[src/tssm_pkg.sv]
// Constants for the two-speed start-up and fail-safe clock monitor.
// Assumes all inputs are synchronous to sys_clk except the oscillator levels,
// which are sampled through two-flop synchronisers inside the monitor.
// Summary of operation
// - Crystal modes count 1024 external oscillations first.
// - Two-speed disabled outside the three crystal modes.
// - Count done before sleep sets status, switches.
// - Sleep aborts start-up count, status stays clear.
// - Two-speed needs enable, select 00, crystal mode.
// - Two-speed begins after reset/power-up and wake-up.
// - Count, internal fall, flag, hold low, switch.
// - Monitor enable bit; supervises every external mode.
// - Monitor detects only after start-up timer expires.
// - Sample clock is low-frequency oscillator divided by 64.
// - External fall sets latch, sample rise clears.
// - Failure when a whole sample period lacks external fall.
// - Failure switches to internal, sets fail flag.
// - Interrupt when fail flag and its enable set.
// - Frequency select chooses fallback internal clock.
// - Stay internal until firmware restarts and switches.
// - Reset, sleep or select change clears fail-safe.
// - Select change restarts timer; timeout clears fail-safe (code clears it at the select change itself).
// - Fail flag clear ignored while fail-safe active.
// - Timer skipped in external clock and RC modes.
// - Monitor enable also enables two-speed start-up.
// - Select 00 primary, 01 timer osc, 1x internal.
package tssm_pkg;
    typedef enum logic [2:0] {
        TSSM_MODE_LP,
        TSSM_MODE_XT,
        TSSM_MODE_HS,
        TSSM_MODE_EC,
        TSSM_MODE_RC,
        TSSM_MODE_INT
    } tssm_mode_t;

    typedef enum logic [1:0] {
        TSSM_SRC_PRIMARY,
        TSSM_SRC_TIMER_OSC,
        TSSM_SRC_INTERNAL,
        TSSM_SRC_HOLD
    } tssm_src_t;

    localparam logic [1:0]  TSSM_SCS_PRIMARY   = 2'h0;
    localparam logic [1:0]  TSSM_SCS_TIMER_OSC = 2'h1;
    localparam int          TSSM_SCS_INT_BIT   = 1;
    localparam logic [3:0]  TSSM_INTERNAL_FREQ_SELECT_RESET    = 4'h7;
    localparam logic [10:0] TSSM_OST_COUNT     = 11'h400;
    localparam logic [5:0]  TSSM_SAMPLE_DIV    = 6'h3f;
endpackage

[src/tssm_monitor.sv]
// Clock start-up sequencer and fail-safe monitor.
// Assumes oscillator inputs are slow level signals oversampled by sys_clk;
// control bits come from configuration words and software registers.
`timescale 1ns/1ps
module tssm_monitor
    import tssm_pkg::*;
(
    input  wire logic       sys_clk,
    input  wire logic       rst,
    input  wire logic       ext_osc,
    input  wire logic       low_freq_internal_osc,
    input  wire tssm_mode_t primary_osc_mode,
    input  wire logic       two_speed_enable,
    input  wire logic       fail_monitor_enable,
    input  wire logic       powerup_timer_done,
    input  wire logic [1:0] clock_source_select,
    input  wire logic [3:0] internal_freq_select,
    input  wire logic       sleep_exec,
    input  wire logic       wake_up,
    input  wire logic       timer_osc_enable,
    input  wire logic       timer_osc_stable,
    input  wire logic       osc_fail_flag_clear,
    input  wire logic       osc_fail_irq_enable,
    output tssm_src_t       clock_mux_select,
    output logic [3:0]      internal_freq_out,
    output logic            clock_hold_low,
    output logic            startup_timeout_status,
    output logic            timer_osc_ready_flag,
    output logic            osc_fail_flag,
    output logic            fail_safe_active,
    output logic            osc_fail_irq
);
    typedef enum logic [2:0] {
        TSSM_ST_WAIT_POWERUP_TIMER,
        TSSM_ST_COUNT,
        TSSM_ST_INT_FALL,
        TSSM_ST_HOLD,
        TSSM_ST_RUN,
        TSSM_ST_SLEEP
    } tssm_state_t;

    tssm_state_t state;
    logic [10:0] ost_cnt;
    logic [1:0]  ext_sync;
    logic        ext_prev;
    logic [1:0]  lf_sync;
    logic        lf_prev;
    logic [5:0]  div_cnt;
    logic        sample_clk;
    logic        sample_prev;
    logic        det_latch;
    logic        det_sync1;
    logic        det_sync2;
    logic [1:0]  scs_prev;
    logic        failed;

    wire logic is_crystal = (primary_osc_mode == TSSM_MODE_LP) ||
                            (primary_osc_mode == TSSM_MODE_XT) ||
                            (primary_osc_mode == TSSM_MODE_HS);
    wire logic ext_fall = ext_prev & ~ext_sync[1];
    wire logic lf_rise = lf_sync[1] & ~lf_prev;
    wire logic int_fall = lf_prev & ~lf_sync[1];
    wire logic sample_rise = sample_clk & ~sample_prev;
    wire logic scs_changed = clock_source_select != scs_prev;
    // Monitor enable forces two-speed on as well
    wire logic two_speed_on = (two_speed_enable | fail_monitor_enable) &&
                              (clock_source_select == TSSM_SCS_PRIMARY) &&
                              is_crystal;
    wire logic monitored = fail_monitor_enable && primary_osc_mode != TSSM_MODE_INT;

    // Oscillator synchronisers; first stage read only by second
    always_ff @(posedge sys_clk or posedge rst) begin
        if (rst) begin
            ext_sync <= 2'h0;
            lf_sync  <= 2'h0;
            ext_prev <= 1'b0;
            lf_prev  <= 1'b0;
        end else begin
            ext_sync <= {ext_sync[0], ext_osc};
            lf_sync  <= {lf_sync[0], low_freq_internal_osc};
            ext_prev <= ext_sync[1];
            lf_prev  <= lf_sync[1];
        end
    end

    // Divide by 64: toggle every 32 low-frequency rising edges
    always_ff @(posedge sys_clk or posedge rst) begin
        if (rst) begin
            div_cnt     <= 6'h0;
            sample_clk  <= 1'b0;
            sample_prev <= 1'b0;
        end else begin
            sample_prev <= sample_clk;
            if (lf_rise) begin
                div_cnt <= div_cnt + 6'h1;
                if (div_cnt[4:0] == TSSM_SAMPLE_DIV[4:0]) begin
                    sample_clk <= ~sample_clk;
                end
            end
        end
    end

    // Detector latch; set wins over clear so no edge is lost
    always_ff @(posedge sys_clk or posedge rst) begin
        if (rst) begin
            det_latch <= 1'b0;
        end else if (ext_fall) begin
            det_latch <= 1'b1;
        end else if (sample_rise) begin
            det_latch <= 1'b0;
        end
    end

    // Sample latch state at each sample clock rising edge before clearing
    always_ff @(posedge sys_clk or posedge rst) begin
        if (rst) begin
            det_sync1 <= 1'b1;
            det_sync2 <= 1'b1;
        end else begin
            // Re-armed outside run so a stale miss cannot refire after restart
            if (state != TSSM_ST_RUN) begin
                det_sync1 <= 1'b1;
            end else if (sample_rise) begin
                det_sync1 <= det_latch | ext_fall;
            end
            det_sync2 <= det_sync1;
        end
    end

    // Start-up sequencer
    always_ff @(posedge sys_clk or posedge rst) begin
        if (rst) begin
            state                  <= TSSM_ST_WAIT_POWERUP_TIMER;
            ost_cnt                <= 11'h0;
            startup_timeout_status <= 1'b0;
        end else begin
            case (state)
                TSSM_ST_WAIT_POWERUP_TIMER: begin
                    ost_cnt <= 11'h0;
                    if (powerup_timer_done) begin
                        state <= TSSM_ST_COUNT;
                    end
                end
                TSSM_ST_COUNT: begin
                    if (sleep_exec) begin
                        state <= TSSM_ST_SLEEP;
                    end else if (!is_crystal) begin
                        state <= TSSM_ST_RUN;
                    end else if (ost_cnt == TSSM_OST_COUNT) begin
                        state <= TSSM_ST_INT_FALL;
                    end else if (ext_fall) begin
                        ost_cnt <= ost_cnt + 11'h1;
                    end
                end
                TSSM_ST_INT_FALL: begin
                    if (sleep_exec) begin
                        state <= TSSM_ST_SLEEP;
                    end else if (int_fall || !two_speed_on) begin
                        startup_timeout_status <= 1'b1;
                        state                  <= TSSM_ST_HOLD;
                    end
                end
                TSSM_ST_HOLD: begin
                    if (ext_fall) begin
                        state <= TSSM_ST_RUN;
                    end
                end
                TSSM_ST_RUN: begin
                    if (sleep_exec) begin
                        state                  <= TSSM_ST_SLEEP;
                        startup_timeout_status <= 1'b0;
                    end else if (scs_changed) begin
                        state   <= TSSM_ST_COUNT;
                        ost_cnt <= 11'h0;
                        startup_timeout_status <= 1'b0;
                    end
                end
                TSSM_ST_SLEEP: begin
                    ost_cnt                <= 11'h0;
                    startup_timeout_status <= 1'b0;
                    if (wake_up) begin
                        state <= TSSM_ST_COUNT;
                    end
                end
                default: begin
                    state <= TSSM_ST_WAIT_POWERUP_TIMER;
                end
            endcase
        end
    end

    // Fail-safe condition
    always_ff @(posedge sys_clk or posedge rst) begin
        if (rst) begin
            failed   <= 1'b0;
            scs_prev <= TSSM_SCS_PRIMARY;
        end else begin
            scs_prev <= clock_source_select;
            if (sleep_exec || scs_changed) begin
                failed <= 1'b0;
            end else if (monitored && state == TSSM_ST_RUN && !det_sync2) begin
                failed <= 1'b1;
            end
        end
    end

    // Fail flag: set wins over clear; clear refused while condition holds
    always_ff @(posedge sys_clk or posedge rst) begin
        if (rst) begin
            osc_fail_flag <= 1'b0;
        end else if (monitored && state == TSSM_ST_RUN && !det_sync2) begin
            osc_fail_flag <= 1'b1;
        end else if (osc_fail_flag_clear && !failed) begin
            osc_fail_flag <= 1'b0;
        end
    end

    always_ff @(posedge sys_clk or posedge rst) begin
        if (rst) begin
            timer_osc_ready_flag <= 1'b0;
        end else begin
            timer_osc_ready_flag <= timer_osc_enable & timer_osc_stable;
        end
    end

    // Multiplexer select registered so it never glitches
    always_ff @(posedge sys_clk or posedge rst) begin
        if (rst) begin
            clock_mux_select  <= TSSM_SRC_INTERNAL;
            internal_freq_out <= TSSM_INTERNAL_FREQ_SELECT_RESET;
            clock_hold_low    <= 1'b0;
        end else begin
            internal_freq_out <= internal_freq_select;
            clock_hold_low    <= state == TSSM_ST_HOLD;
            if (clock_source_select[TSSM_SCS_INT_BIT] || failed) begin
                clock_mux_select <= TSSM_SRC_INTERNAL;
            end else if (clock_source_select == TSSM_SCS_TIMER_OSC) begin
                clock_mux_select <= TSSM_SRC_TIMER_OSC;
            end else if (state == TSSM_ST_RUN) begin
                clock_mux_select <= TSSM_SRC_PRIMARY;
            end else if (state == TSSM_ST_HOLD) begin
                clock_mux_select <= TSSM_SRC_HOLD;
            end else begin
                clock_mux_select <= TSSM_SRC_INTERNAL;
            end
        end
    end

    assign fail_safe_active = failed;
    assign osc_fail_irq     = osc_fail_flag & osc_fail_irq_enable;
endmodule

[config.mk]
export PLATFORM = sky130hd
export DESIGN_NAME = tssm_monitor
export DESIGN_NICKNAME = d
export VERILOG_FILES = /design/src/tssm_pkg.sv /design/src/tssm_monitor.sv
export SDC_FILE = /design/constraint.sdc
export NUM_CORES = 1
export LEC_CHECK = 0
export BUFFER_PORTS_ARGS = -buffer_cell sky130_fd_sc_hd__buf_2
export CORE_MARGIN = 2
export CORE_UTILIZATION = 45
export CTS_CLUSTER_SIZE = 30
export DETAILED_ROUTE_END_ITERATION = 8
export PLACE_DENSITY = 0.69
export REMOVE_ABC_BUFFERS = 1
export SLEW_MARGIN = 20
export SYNTH_ARGS = -nofsm -noshare
export SYNTH_HDL_FRONTEND = slang
export SYNTH_SLANG_ARGS = --single-unit
[constraint.sdc]
create_clock -name sys_clk -period 2.16 [get_ports sys_clk]
set_input_delay 0.648 -clock sys_clk [delete_from_list [all_inputs] [get_ports sys_clk]]
set_output_delay 0.648 -clock sys_clk [all_outputs]
set_load 0.05 [all_outputs]
==> run metrics <==
number of buffers added on ports=33; global-route wire length before repair=6900 um; final critical-path required period=2070 ps; final non-filler cell area=0.00248 sq mm; Ant. Diodes=0; count of unique library cells instantiated by Yosys=53; clock sink count=43; Row Count=24; Via density=5.40; final WL=4050 um; count of buffering cells on the critical path with inverters included=1; layout cells sized above 1=about 30%; unrepaired setup endpoints after global routing=no; HP Class=reg2reg; most frequent cells in the layout=dfrtp_1 (37), buf_2 (33), nand2_1 (22), buf_4 (22), nor2_1 (9); Netlist Area Pre-Place=a little over 0.002 sq mm; die width=70.9 um; Post-Syn Area per Cell=approximately 10 sq um; pwr/cell area=1050 mW/mm^2; clock-pin slew of the registers on the worst-case setup and hold paths=about 90 ps; placement-stage cell area=0.00238 sq mm; I/O pin cnt=34; total number of vias=1620; DRC errors left=0; number of detailed-route iterations in the first pass=4; number of antenna violations at the first check in global routing=0; count of final setup violators=0; initial core utilization=46.6%; cells along the critical path=buf_2 > a21o_1 > or4b_2 > o21ai_1 > nand2b_1 > mux2_2; crit-path max cell delay=between 600 and 700 ps; root buf cell=clkbuf_8; antenna viol nets, final=0; total clock buffers created by CTS=5; worst slack at placement=-216 ps; Slew Viols, Final=0; final critical-path share of the clock period=95.8%; largest net degree at the start of global routing=44; Setup crit end kind=register; final setup skew=3.77 ps; slew at the pin closest to its max-slew limit=533 ps; number of global-route vias before repair=1551; total die area=0.00503 sq mm; kind of critical path=in2reg; post-placement cell count=around 290; highest attainable clock frequency=483 MHz; vertical die dimension=approximately 70 um; setup fix buffers added after clock tree synthesis=0; relative slew slack=between 60% and 70%; run status=finished, final reports clean; wire length per cell after detailed routing=13.5 um; most frequent standard cell in the layout excluding fill and tap cells=dfrtp_1; Post-layout nets=273; clock insertion delay at the later pin of the skew report=300 ps; Longest Clk Path Bufs=2; routability cong.=approximately 0.84; number of stages on the worst setup path=6; critical path peak fanout=2; Final Non-Filler Cells=300; Hold Path Cell Cnt=0; Area Growth Syn to Fin=23.0%; cell with the largest stage delay on the worst path=or4b_2; logic depth of the worst register-to-register path=7; Post-synth EDFFs=0; core region area=0.00432 sq mm; TritonCTS clock tree=yes; leftover overflow at the end of global routing=0; H-tree levels=2; Lkg Pwr=1.19 nW; PnR worst setup slack=89.7 ps; post-synthesis instance total=192; GRT Total Usage=17.5%; number of buffers inserted by hold repair at cts=0; data required time at the worst endpoint=2350 ps; part of the Yosys area used for sequential elements=around 54%; max-cap violation count=0; critical path arrival=2260 ps; yosys warns=0; synthesis-stage register bit count=43; maximum vdd ir drop=around 560 uV; post-CTS resize count=0; asr flop ratio synth=100%; starting DRC count in detailed routing=57; Total Power Consumption=between 2 and 3 mW; HPWL after DPL=2940 um; Post-synth top flop=dfrtp_1; startpoint type of the worst setup path=primary input; CP top delay family=simple AND/OR/NAND/NOR gates; total count of hold-check failures in the final report=0
[per-layer routing]
| layer | GRT usage (%) | routed length [um] | vias up |
|---|---|---|---|
| li1 | - | - | 803 |
| met1 | 23.2 | 1860 | 772 |
| met2 | 28.7 | 1960 | 38 |
| met3 | 3.85 | 179 | 7 |
| met4 | 5.66 | 53 | 0 |
| met5 | 0 | 0 | - |
[power by group]
group | total (mW) | switching [mW] | leakage, nW | internal [mW]
clock | 0.543 | 0.305 | 0.0491 | 0.238
combinational | 0.973 | 0.533 | 0.609 | 0.441
sequential | 1.07 | 0.118 | 0.536 | 0.955
total | 2.59 | 0.955 | 1.19 | 1.63
[through the flow]
stage	hold slack (ps)	utilization (%)	TNS (ps)
after floorplan	331	-	-82.3
after global placement	333	55.1	-170
final	358	57.3	0
after detailed placement	339	55.1	-253
after CTS	360	57.3	0
after global routing	375	57.3	0
[path summary, 6_finish.rpt]
path,startpoint,to,slack (ps)
min in group asynchronous,rst,ost_cnt[3],470
max in group asynchronous,rst,clock_mux_select[1],1320
min,ext_sync[0],ext_sync[1],360
max,primary_osc_mode[0],state[2],90
min reg2reg,ext_sync[0],ext_sync[1],360
max reg2reg,state[1],state[0],270
[cells by family after synthesis]
group / count (synthesis) / synth area share (%)
adder cells (fa/ha/maj): 4 / 2.48
flip-flops: 43 / 53.8
multiplexers: 4 / 2.17
buffers and inverters: 15 / 2.86
XOR/XNOR: 6 / 2.61
AO/OA/AOI/OAI: 37 / 13.0
AND/OR/NAND/NOR: 83 / 23.1
[final cells by class]
type / count / area [sq um]
fillers: 387 / 1850
flip-flops and latches: 43 / 1080
multi-input cells: 134 / 873
repair buffers: 55 / 330
clock buffers: 5 / 68.8
well taps: 52 / 65.1
inverters: 8 / 30.0
clock inverters: 3 / 26.3
[state kept, by name, summed over array words and instances, names as in the netlist]
register,flops
sample_clk,1
det_sync1,1
clock_hold_low,1
ext_prev,1
ost_cnt,11
internal_freq_out,4
state,3
fail_safe_active,1
lf_prev,1
div_cnt,5
lf_sync,2
sample_prev,1
timer_osc_ready_flag,1
clock_mux_select,2
det_sync2,1
ext_sync,2
startup_timeout_status,1
det_latch,1
scs_prev,2
osc_fail_flag,1
[Yosys cell counts (all sizes together), types with 2 or more instances]
library cell,instances,area share (%)
or4b,2,0.99
nor3b,2,0.75
nand2,22,4.1
inv,8,1.5
a22oi,2,0.75
nand4,3,0.93
o311ai,4,1.7
xnor2,3,1.3
and4,2,0.87
o211ai,2,0.75
nor2,9,1.7
a21oi,3,0.75
mux2,3,1.7
nand3,6,1.5
or3,3,0.93
ha,4,2.5
clkbuf,5,0.93
and3,3,0.93
a211o,3,1.3
xor2,3,1.3
nor4,6,1.9
nor4b,3,1.3
or2,2,0.62
nand2b,5,1.6
nor2b,6,1.9
buf,2,0.43
a31oi,3,0.93
o21ai,8,2.0
dfstp,6,7.8
dfrtp,37,46
or4,2,0.75
and2,3,0.93
(Power assumes the default switching activity.)
